$ cat config.mk
export PLATFORM = sky130hd
export DESIGN_NAME = ref_clock_control
export DESIGN_NICKNAME = d
export VERILOG_FILES = /design/src/ref_clock_pkg.sv /design/src/raw_pulse_qualifier.sv /design/src/startup_delay_counter.sv /design/src/ref_clock_control.sv
export VERILOG_INCLUDE_DIRS = /design/src
export SDC_FILE = /design/constraint.sdc
export NUM_CORES = 1
export LEC_CHECK = 0
export BUFFER_PORTS_ARGS = -buffer_cell sky130_fd_sc_hd__buf_4
export CAP_MARGIN = 25
export CORE_UTILIZATION = 54
export DETAILED_ROUTE_END_ITERATION = 16
export GPL_TIMING_DRIVEN = 0
export PLACE_DENSITY = 0.85
export SETUP_SLACK_MARGIN = 0.05
export SLEW_MARGIN = 20
export SYNTH_ARGS = -nofsm -noshare
export SYNTH_HDL_FRONTEND = slang
export SYNTH_SLANG_ARGS = --single-unit
$ cat constraint.sdc
create_clock -name I_CLK -period 5.85 [get_ports I_CLK]
set_clock_uncertainty 0.2 [all_clocks]
set_input_delay 1.17 -clock I_CLK [delete_from_list [all_inputs] [get_ports I_CLK]]
set_output_delay 1.17 -clock I_CLK [all_outputs]
set_load 0.005 [all_outputs]
$ cat src/ref_clock_defines.svh
// Constants for the reference clock source control block.
`ifndef REF_CLOCK_DEFINES_SVH
`define REF_CLOCK_DEFINES_SVH

// ----------------------------------------------------------------------
// Register map (byte addresses)
// ----------------------------------------------------------------------
`define ADDR_W            8
`define OFS_CLOCK_CONN    8'h00
`define OFS_EXPERT_CFG    8'h04
`define OFS_STATUS        8'h08

// ----------------------------------------------------------------------
// Field positions
// ----------------------------------------------------------------------
`define BIT_OSC_DISABLE   0
`define BIT_EXT_SELECT    1
`define BIT_AMP_OVERRIDE  2
`define BIT_OBSERVE_SEL   3
`define FLD_DELAY_LO      0
`define FLD_DELAY_HI      1
`define ST_AMP_OK         0
`define ST_REFCLK_VALID   1
`define ST_OSC_RUN        2
`define ST_EXT_RUN        3
`define ST_DELAY_DONE     4
`define ST_STATE_LO       8
`define ST_STATE_HI       9

// ----------------------------------------------------------------------
// Reset values
// ----------------------------------------------------------------------
`define RST_CLOCK_CONN    4'h0
`define RST_DELAY_SEL     2'h1

// ----------------------------------------------------------------------
// Start-up delay terminal counts in raw clock pulses
// ----------------------------------------------------------------------
`define DLY_W             12
`define DLY_TERM0         12'h010
`define DLY_TERM1         12'h040
`define DLY_TERM2         12'h100
`define DLY_TERM3         12'h400

// ----------------------------------------------------------------------
// Pulse shape qualification, in I_CLK samples
// ----------------------------------------------------------------------
`define PH_W              3
`define MIN_PHASE         3'h2
`define MISS_W            4
`define MISS_CYCLES       4'h8

`endif

$ cat src/ref_clock_pkg.sv
// Types shared by the reference clock source control block.
package ref_clock_pkg;

   typedef enum logic [1:0] {
      SRC_OFF  = 2'h0,
      SRC_XO   = 2'h1,
      SRC_STOP = 2'h3,
      SRC_EXT  = 2'h2
   } src_state_t;

   typedef struct packed {
      logic observe_sel;
      logic amplitude_ok_override;
      logic ext_buffer_select;
      logic osc_disable_bit;
   } clock_conn_t;

   typedef struct packed {
      logic paddr_ok;
      logic [7:0] paddr;
      logic pwrite;
      logic [31:0] pwdata;
   } apb_req_t;

endpackage

$ cat src/raw_pulse_qualifier.sv
// Samples the merged raw clock and qualifies its pulses by width.
`timescale 1ns/1ns
`include "ref_clock_defines.svh"

module raw_pulse_qualifier (
   input  wire logic i_clk,
   input  wire logic i_reset,
   input  wire logic i_raw,
   output logic      o_raw_q,
   output logic      o_rise,
   output logic      o_good_rise,
   output logic      o_missing
);
   logic                 raw_q_ff;
   logic                 prev_ff;
   logic                 hi_ok_ff;
   logic [`PH_W-1:0]     hi_cnt_ff;
   logic [`PH_W-1:0]     lo_cnt_ff;
   logic [`MISS_W-1:0]   idle_ff;

   assign o_raw_q     = raw_q_ff;
   assign o_rise      = raw_q_ff & ~prev_ff;
   // Thin pulses near either duty extreme produce no qualified edge.
   assign o_good_rise = o_rise & hi_ok_ff & (lo_cnt_ff >= `MIN_PHASE);
   assign o_missing   = (idle_ff >= `MISS_CYCLES);

   always_ff @(posedge i_clk) begin
      if (i_reset) begin
         raw_q_ff <= 1'b0;
         prev_ff  <= 1'b0;
      end else begin
         raw_q_ff <= i_raw;
         prev_ff  <= raw_q_ff;
      end
   end

   always_ff @(posedge i_clk) begin
      if (i_reset) begin
         hi_cnt_ff <= '0;
         lo_cnt_ff <= '0;
         hi_ok_ff  <= 1'b0;
      end else if (raw_q_ff) begin
         lo_cnt_ff <= prev_ff ? lo_cnt_ff : '0;
         hi_cnt_ff <= !prev_ff ? `PH_W'(1) : (hi_cnt_ff == '1 ? hi_cnt_ff : hi_cnt_ff + `PH_W'(1));
      end else begin
         if (prev_ff) begin
            hi_ok_ff <= (hi_cnt_ff >= `MIN_PHASE);
         end
         lo_cnt_ff <= prev_ff ? `PH_W'(1) : (lo_cnt_ff == '1 ? lo_cnt_ff : lo_cnt_ff + `PH_W'(1));
      end
   end

   always_ff @(posedge i_clk) begin
      if (i_reset || o_rise) begin
         idle_ff <= '0;
      end else if (!o_missing) begin
         idle_ff <= idle_ff + `MISS_W'(1);
      end
   end
endmodule

$ cat src/startup_delay_counter.sv
// Counts qualified raw clock pulses up to a selected terminal count.
`timescale 1ns/1ns
`include "ref_clock_defines.svh"

module startup_delay_counter (
   input  wire logic            i_clk,
   input  wire logic            i_reset,
   input  wire logic            i_hold,
   input  wire logic            i_pulse,
   input  wire logic [1:0]      i_sel,
   output logic                 o_done
);
   logic [`DLY_W-1:0] cnt_ff;
   logic [`DLY_W-1:0] term;

   always_comb begin
      unique case (i_sel)
         2'h0: term = `DLY_TERM0;
         2'h1: term = `DLY_TERM1;
         2'h2: term = `DLY_TERM2;
         2'h3: term = `DLY_TERM3;
      endcase
   end

   assign o_done = (cnt_ff >= term);

   always_ff @(posedge i_clk) begin
      if (i_reset || i_hold) begin
         cnt_ff <= '0;
      end else if (i_pulse && !o_done) begin
         cnt_ff <= cnt_ff + `DLY_W'(1);
      end
   end
endmodule

$ cat src/ref_clock_control.sv
// Reference clock source selection, start-up delay and clock gate with APB registers.
`timescale 1ns/1ns
`include "ref_clock_defines.svh"

module ref_clock_control
   import ref_clock_pkg::*;
(
   input  wire logic        I_CLK,
   input  wire logic        I_RESET,
   input  wire logic        I_PD,
   input  wire logic        I_OSC_RAW,
   input  wire logic        I_EXT_CLK,
   input  wire logic        I_AMPLITUDE_OK,
   input  wire logic        I_PSEL,
   input  wire logic        I_PENABLE,
   input  wire logic        I_PWRITE,
   input  wire logic [7:0]  I_PADDR,
   input  wire logic [31:0] I_PWDATA,
   output logic [31:0]      O_PRDATA,
   output logic             O_PREADY,
   output logic             O_PSLVERR,
   output logic             O_OSC_RUN,
   output logic             O_EXT_BUF_RUN,
   output logic             O_REFCLK,
   output logic             O_REFCLK_VALID,
   output logic             O_OBSERVE,
   output logic             O_PT_RECAL
);
   // ----------------------------------------------------------------------
   // Declarations
   // ----------------------------------------------------------------------
   src_state_t   state_ff;
   src_state_t   nxt_state;
   clock_conn_t  ctrl_ff;
   apb_req_t     req;
   logic [1:0]   delay_sel_ff;
   logic         osc_run_ff;
   logic         ext_run_ff;
   logic         valid_ff;
   logic         nxt_valid;
   logic         gate_ff;
   logic         refclk_ff;
   logic         observe_ff;
   logic         recal_ff;
   logic [31:0]  prdata_ff;
   logic         pready_ff;
   logic         pslverr_ff;
   logic [31:0]  rd_mux;
   logic         xo_req;
   logic         ext_req;
   logic         raw_clk;
   logic         raw_q;
   logic         raw_rise;
   logic         good_rise;
   logic         missing;
   logic         delay_done;
   logic         delay_hold;
   logic         bypass;
   logic         end_of_delay;
   logic         amp_lost;

   assign O_PRDATA       = prdata_ff;
   assign O_PREADY       = pready_ff;
   assign O_PSLVERR      = pslverr_ff;
   assign O_OSC_RUN      = osc_run_ff;
   assign O_EXT_BUF_RUN  = ext_run_ff;
   assign O_REFCLK       = refclk_ff;
   assign O_REFCLK_VALID = valid_ff;
   assign O_OBSERVE      = observe_ff;
   assign O_PT_RECAL     = recal_ff;

   // ----------------------------------------------------------------------
   // APB slave
   // ----------------------------------------------------------------------
   // The answer is prepared in the setup cycle so that the access phase
   // always lasts exactly one cycle.
   assign req.paddr    = I_PADDR;
   assign req.pwrite   = I_PWRITE;
   assign req.pwdata   = I_PWDATA;
   assign req.paddr_ok = (I_PADDR == `OFS_CLOCK_CONN) || (I_PADDR == `OFS_EXPERT_CFG) ||
                         (I_PADDR == `OFS_STATUS);

   always_comb begin
      rd_mux = 32'h0000_0000;
      unique case (req.paddr)
         `OFS_CLOCK_CONN: rd_mux[3:0] = ctrl_ff;
         `OFS_EXPERT_CFG: rd_mux[`FLD_DELAY_HI:`FLD_DELAY_LO] = delay_sel_ff;
         `OFS_STATUS: begin
            rd_mux[`ST_AMP_OK]       = I_AMPLITUDE_OK;
            rd_mux[`ST_REFCLK_VALID] = valid_ff;
            rd_mux[`ST_OSC_RUN]      = osc_run_ff;
            rd_mux[`ST_EXT_RUN]      = ext_run_ff;
            rd_mux[`ST_DELAY_DONE]   = end_of_delay;
            rd_mux[`ST_STATE_HI:`ST_STATE_LO] = state_ff;
         end
         default: rd_mux = 32'h0000_0000;
      endcase
   end

   always_ff @(posedge I_CLK) begin
      if (I_RESET) begin
         pready_ff  <= 1'b0;
         pslverr_ff <= 1'b0;
         prdata_ff  <= 32'h0000_0000;
      end else begin
         pready_ff  <= I_PSEL && !I_PENABLE;
         pslverr_ff <= I_PSEL && !I_PENABLE && !req.paddr_ok;
         if (I_PSEL && !I_PENABLE && !req.pwrite) begin
            prdata_ff <= rd_mux;
         end
      end
   end

   always_ff @(posedge I_CLK) begin
      if (I_RESET) begin
         ctrl_ff      <= `RST_CLOCK_CONN;
         delay_sel_ff <= `RST_DELAY_SEL;
      end else if (I_PSEL && I_PENABLE && pready_ff && req.pwrite) begin
         if (req.paddr == `OFS_CLOCK_CONN) begin
            ctrl_ff <= req.pwdata[3:0];
         end
         if (req.paddr == `OFS_EXPERT_CFG) begin
            delay_sel_ff <= req.pwdata[`FLD_DELAY_HI:`FLD_DELAY_LO];
         end
      end
   end

   // ----------------------------------------------------------------------
   // Source enable and transition control
   // ----------------------------------------------------------------------
   assign xo_req  = !I_PD && !ctrl_ff.osc_disable_bit;
   assign ext_req = !I_PD && ctrl_ff.osc_disable_bit && ctrl_ff.ext_buffer_select;

   // A source is only switched off once the gate is shut and ready is low,
   // so the gated clock never sees a truncated pulse. Power-down skips this.
   always_comb begin
      nxt_state = state_ff;
      unique case (state_ff)
         SRC_OFF: begin
            if (xo_req) begin
               nxt_state = SRC_XO;
            end else if (ext_req) begin
               nxt_state = SRC_EXT;
            end
         end
         SRC_XO: begin
            if (I_PD) begin
               nxt_state = SRC_OFF;
            end else if (!xo_req) begin
               nxt_state = SRC_STOP;
            end
         end
         SRC_EXT: begin
            if (I_PD) begin
               nxt_state = SRC_OFF;
            end else if (!ext_req) begin
               nxt_state = SRC_STOP;
            end
         end
         SRC_STOP: begin
            if (I_PD || (!gate_ff && !valid_ff)) begin
               nxt_state = SRC_OFF;
            end
         end
      endcase
   end

   always_ff @(posedge I_CLK) begin
      if (I_RESET) begin
         state_ff <= SRC_OFF;
      end else begin
         state_ff <= nxt_state;
      end
   end

   always_ff @(posedge I_CLK) begin
      if (I_RESET) begin
         osc_run_ff <= 1'b0;
         ext_run_ff <= 1'b0;
      end else if (nxt_state != SRC_STOP) begin
         osc_run_ff <= (nxt_state == SRC_XO);
         ext_run_ff <= (nxt_state == SRC_EXT);
      end
   end

   // ----------------------------------------------------------------------
   // Raw clock merge and start-up delay
   // ----------------------------------------------------------------------
   assign raw_clk = (osc_run_ff & I_OSC_RAW) | (ext_run_ff & I_EXT_CLK);

   raw_pulse_qualifier u_qual (
      .i_clk       (I_CLK),
      .i_reset     (I_RESET),
      .i_raw       (raw_clk),
      .o_raw_q     (raw_q),
      .o_rise      (raw_rise),
      .o_good_rise (good_rise),
      .o_missing   (missing)
   );

   assign bypass     = ext_run_ff && !ctrl_ff.amplitude_ok_override;
   assign delay_hold = I_PD || (!I_AMPLITUDE_OK && !ctrl_ff.amplitude_ok_override) ||
                       (!osc_run_ff && !ext_run_ff);
   // Amplitude good releases the counter and, while the crystal runs, also gates ready via amp_lost.
   assign end_of_delay = bypass || delay_done;
   assign amp_lost     = osc_run_ff && !I_AMPLITUDE_OK && !ctrl_ff.amplitude_ok_override;

   startup_delay_counter u_delay (
      .i_clk   (I_CLK),
      .i_reset (I_RESET),
      .i_hold  (delay_hold && !bypass),
      .i_pulse (good_rise),
      .i_sel   (delay_sel_ff),
      .o_done  (delay_done)
   );

   // ----------------------------------------------------------------------
   // Reference ready, clock gate and outputs
   // ----------------------------------------------------------------------
   always_comb begin
      nxt_valid = valid_ff;
      if (I_PD || missing || amp_lost || state_ff == SRC_STOP || state_ff == SRC_OFF) begin
         nxt_valid = 1'b0;
      end else if (raw_rise && end_of_delay) begin
         nxt_valid = 1'b1;
      end
   end

   always_ff @(posedge I_CLK) begin
      if (I_RESET) begin
         valid_ff <= 1'b0;
         recal_ff <= 1'b0;
      end else begin
         valid_ff <= nxt_valid;
         recal_ff <= nxt_valid && !valid_ff;
      end
   end

   // The enable moves only in the low phase, like a latch-based gate, so an
   // open or close never cuts a pulse. A stalled clock or power-down closes it directly.
   always_ff @(posedge I_CLK) begin
      if (I_RESET) begin
         gate_ff <= 1'b0;
      end else if (missing || I_PD) begin
         gate_ff <= 1'b0;
      end else if (!raw_q) begin
         gate_ff <= valid_ff;
      end
   end

   always_ff @(posedge I_CLK) begin
      if (I_RESET) begin
         refclk_ff  <= 1'b0;
         observe_ff <= 1'b0;
      end else begin
         refclk_ff  <= raw_q && gate_ff;
         observe_ff <= ctrl_ff.observe_sel ? valid_ff : I_AMPLITUDE_OK;
      end
   end
endmodule

* Word-level counts from Yosys, hierarchy flattened
Cells that the tools add are included.
Storage, ports and cells: flip-flop bits (word level) 49, word-level logic and storage cells 131, output and inout port bits 40, input port bits 49
Operators by class: equality and inequality tests 16, mux-type cells 22, bitwise operators 8, magnitude comparators 4, reductions and logical operators 54, $add $sub $neg 4
Operators with widths (number):
- $pmux W12 S4 | 1
- $logic_and A1 B1 Y1 | 20
- $mux W3 | 6
- $mux W2 | 8
- $logic_not A1 Y1 | 13
- $add A12 B1 Y12 const B | 1
- $ge A12 B12 Y1 | 1
- $logic_or A1 B1 Y1 | 12
- $eq A2 B2 Y1 const B | 5
- $reduce_and A2 Y1 | 5
- $eq A8 B3 Y1 const B | 1
- $eq A8 B4 Y1 const B | 1
- $logic_not A8 Y1 | 1
- $pmux W2 S4 | 1
- $add A3 B1 Y3 const B | 2
- $eq A2 B1 Y1 const B | 3
- $eq A3 B3 Y1 const B | 2
- $ge A3 B2 Y1 const B | 2
- $ne A2 B2 Y1 const B | 3
- $pmux W2 S3 | 1
- $and A1 B1 Y1 | 5
- $add A4 B1 Y4 const B | 1
- $ge A4 B4 Y1 const B | 1
- $logic_not A2 Y1 | 2
- 6 further kinds | 10

* Logic depth before layout (Yosys ltp)
depth in word-level cells 8, gate-level depth with buffers 8, gate-level depth less buffers 7

* Cells and area by module
Synthesis repeated with hierarchy kept, for this count alone.
Second synthesis, totals: cells, all modules 303, area, all modules 2667.6 um^2
By module, submodules not included:
- ref_clock_control | sequential area each 480.5 um^2, times used 1, cells each 143, area each 1298.7 um^2
- startup_delay_counter | sequential area each 240.2 um^2, times used 1, cells each 93, area each 759.5 um^2
- raw_pulse_qualifier | sequential area each 260.2 um^2, times used 1, cells each 67, area each 609.3 um^2

* Worst setup path after synthesis
OpenSTA, ideal clock, no wires.
kind input to register, start input port I_PADDR[1], end register delay_sel_ff[0], slack 3.125 ns, stages on the path 4, data required time 5.530 ns, arrival 2.405 ns, buffers on the path 0, setup time 0.120 ns, cell sequence or4_1 nor3_2 nand3_1 a211o_1
Between the ends: longest elaborated chain between the ends 2
RTL lines:
- start, declared | RTL line ref_clock_control.sv:17 | input wire logic [7:0] I_PADDR,
- $eq A8 B3 Y1
- $reduce_and A2 Y1 (no line)
- end signal, assigned | RTL line ref_clock_control.sv:117 | delay_sel_ff <= `RST_DELAY_SEL;
- end signal, assigned | RTL line ref_clock_control.sv:123 | delay_sel_ff <= req.pwdata[`FLD_DELAY_HI:`FLD_DELAY_LO];
- end, declared | RTL line ref_clock_control.sv:36 | logic [1:0] delay_sel_ff;
No other way between the ends. A chain may end at the register's enable or synchronous reset.

* Worst setup path after layout
start input port I_PADDR[1], end register ctrl_ff[2] in the netlist's numbering
Between the ends: longest elaborated chain between the ends 2
RTL lines:
- $logic_not A8 Y1
- $reduce_and A2 Y1 (no line)
- end signal, assigned | RTL line ref_clock_control.sv:116 | ctrl_ff <= `RST_CLOCK_CONN;
- end signal, assigned | RTL line ref_clock_control.sv:120 | ctrl_ff <= req.pwdata[3:0];
- end, declared | RTL line ref_clock_control.sv:34 | clock_conn_t ctrl_ff;
No other way between the ends.

==> run metrics <==
TritonCTS clock tree=yes; RePlAce Congestion=0.858; asr flop ratio synth=0%; layout cells sized above 1=21.7%; final critical-path share of the clock period=45.5%; Max Cap Viol=0; largest fanout on the critical path=4; initial antenna violation count=0; Yosys top cell area share=38.2%; area grow syn2layout=19.3%; post-CTS setup buffer count=0; Filler cells=373; flops & latches, synth=49; Total GRT Usage=23.5%; cell taking the most area after synthesis=dfxtp_1; Distinct cells, synth=54; WP data required=5.82 ns; worst hold path startpoint=O_PRDATA[1]$_SDFFE_PP0P_; vias=2,321; CTS resizes=0; most common cell after layout, fill and taps aside=buf_4; number of global-route vias before repair=2,137; die area=5040 um2; Mapped Area=2570 um2; Reg clk slew, reported paths=0.09 ns; worst vdd ir=0.190 mV; floorplan row count=24; Die Wd=71.0 um; P_leak=1.33 nW; outcome=finished, violations left; Critical Path Start=I_PADDR[1]; CTS Buf Count=5; Placeable Area=4470 um2; Seq/Total Area, Yosys=38.2%; failing checks=DRC; Final Net Count=429; FF-to-FF Start=delay_sel_ff[1]$_SDFFE_PP0P_; DP Wirelength=4.17 mm; TNS Setup=0 ns; pin count of the biggest net entering global routing=16; hold crit path type=reg2reg; Final ANT Viol Nets=0; Setup Crit Path Kind=in2reg; GRT overflow=0; Slew @ Worst Pin=1.04 ns; critical path arrival=2.63 ns; Post-route DRC=2; final hold violations=0; Synth area leaders=dfxtp_1, buf_4, ha_1; RSZ-0062 raised after global routing=no; H-tree depth=2; Iteration-0 DRC Markers=185; DR WL/cell=13.3 um; top achievable clock speed=376 MHz; 1st-pass router iterations=13; first-pass GRT wire length=9.38 mm; Synth Flop Type=dfxtp_1; Top Ports=89; Final Max Tran Viols=0; Post-synth EDFFs=0; Syn Inst Count=303; Slew headroom=31.0%; setup ws final=3.19 ns; Die Y=71.0 um; worst slack, placed=2.90 ns; crit start category=input pin; min cycle time layout=2.66 ns; clock buffer depth=2; root buf cell=clkbuf_8; most frequent cells in the layout=buf_4, dfxtp_1, nor2_1; Yosys warnings=0; Clk Latency, worst-skew pair=0.30 ns; PD cells=195 nW/um2; # port buffers=34; antenna cells=0; critical path endpoint category=flip-flop; effective utilization at floorplan=57.5%; Avg Inst Size Synth=8.49 um2; CTS sink cnt=49; drt total wl=5.59 mm; Setup Viol. Count Final=0; routed vias/inst=5.51; Hold-fix buffers, CTS=0
[cells in the mapped netlist, drive strengths merged (2+ instances only)]
master / count
dfxtp: 49
nor2: 37
buf: 29
nand2: 25
a21oi: 19
ha: 12
inv: 12
mux2i: 12
nand3: 10
o21ai: 10
nor3: 9
nand2b: 8
clkbuf: 7
a22oi: 5
nand4: 5
nor4: 4
o31ai: 4
or4: 4
a31o: 3
mux2: 3
nor2b: 3
a2111oi: 2
a211o: 2
a31oi: 2
nand4b: 2
o2111ai: 2
o211ai: 2
or3: 2
[per-stage QoR]
step	utilization [%]	hold slack [ns]	area, um2	power [mW]	cells
after floorplan	-	0.245	2660	0.389	327
after global placement	66.6	0.244	2980	0.408	413
after CTS	68.6	0.261	3070	0.601	421
after global routing	68.6	0.282	3070	0.622	421
final	68.6	0.260	3070	0.598	421
after detailed placement	66.6	0.249	2980	0.409	413
[critical path, cell delays in order]
cell,delay [ns]
buf_4,0.10
or4_1,0.57
nor4_2,0.28
nand2_1,0.24
mux2i_1,0.21
nor2_1,0.06
[state kept, by name, summed over array words and instances, names as in the netlist, 2 cells and up]
signal	count
state_ff	2
u_qual.lo_cnt_ff	3
delay_sel_ff	2
O_PRDATA	7
u_qual.hi_cnt_ff	3
u_delay.cnt_ff	12
ctrl_ff	4
u_qual.idle_ff	4
[power by group]
group	total [mW]	switching, mW	leakage (nW)	internal (mW)
logic	0.0583	0.0274	0.892	0.0309
clock network	0.195	0.112	0.0439	0.0827
registers	0.345	0.00531	0.397	0.339
[final timing paths]
path	endpoint	slack [ns]	cells past startpoint
setup reg to reg	u_delay.cnt_ff[10]$_SDFFE_PP0P_	3.32	7
hold reg to reg	O_PRDATA[1]$_SDFFE_PP0P_	0.26	2
hold / removal	O_PRDATA[1]$_SDFFE_PP0P_	0.26	2
setup / recovery	ctrl_ff[2]$_SDFFE_PP0P_	3.19	6
[routing by layer]
layer / global-route usage [%] / vias to the layer above / wire length (um)
li1: - / 1158 / -
met3: 4.70 / 7 / 289
met4: 8.44 / 0 / 67
met2: 40.8 / 86 / 2750
met5: 0 / - / 0
met1: 28.8 / 1070 / 2480
[final cells by class]
cell class	instances	area [um2]	share of cell area, %
buffer	36	231	7.54
clock buffer	5	68.8	2.24
clock inverter	3	17.5	0.571
inverter	12	45.0	1.47
multi-input combinational	230	1400	45.8
sequential	49	981	32.0
tap	52	65.1	2.12
timing repair buffer	34	255	8.32
[kinds of logic after synthesis]
kind of cell	after synthesis	share of synthesized area [%]
DFF	49	38.2
adders and majority gates	12	5.84
muxes	15	5.99
AOI/OAI and AO/OA	61	16.0
and+or+nand+nor	115	22.4
xor gates and xnor gates	2	0.681
buffers and inverters	48	10.8
other	1	0.146
Note: power is estimated with default switching activity, not from simulation.
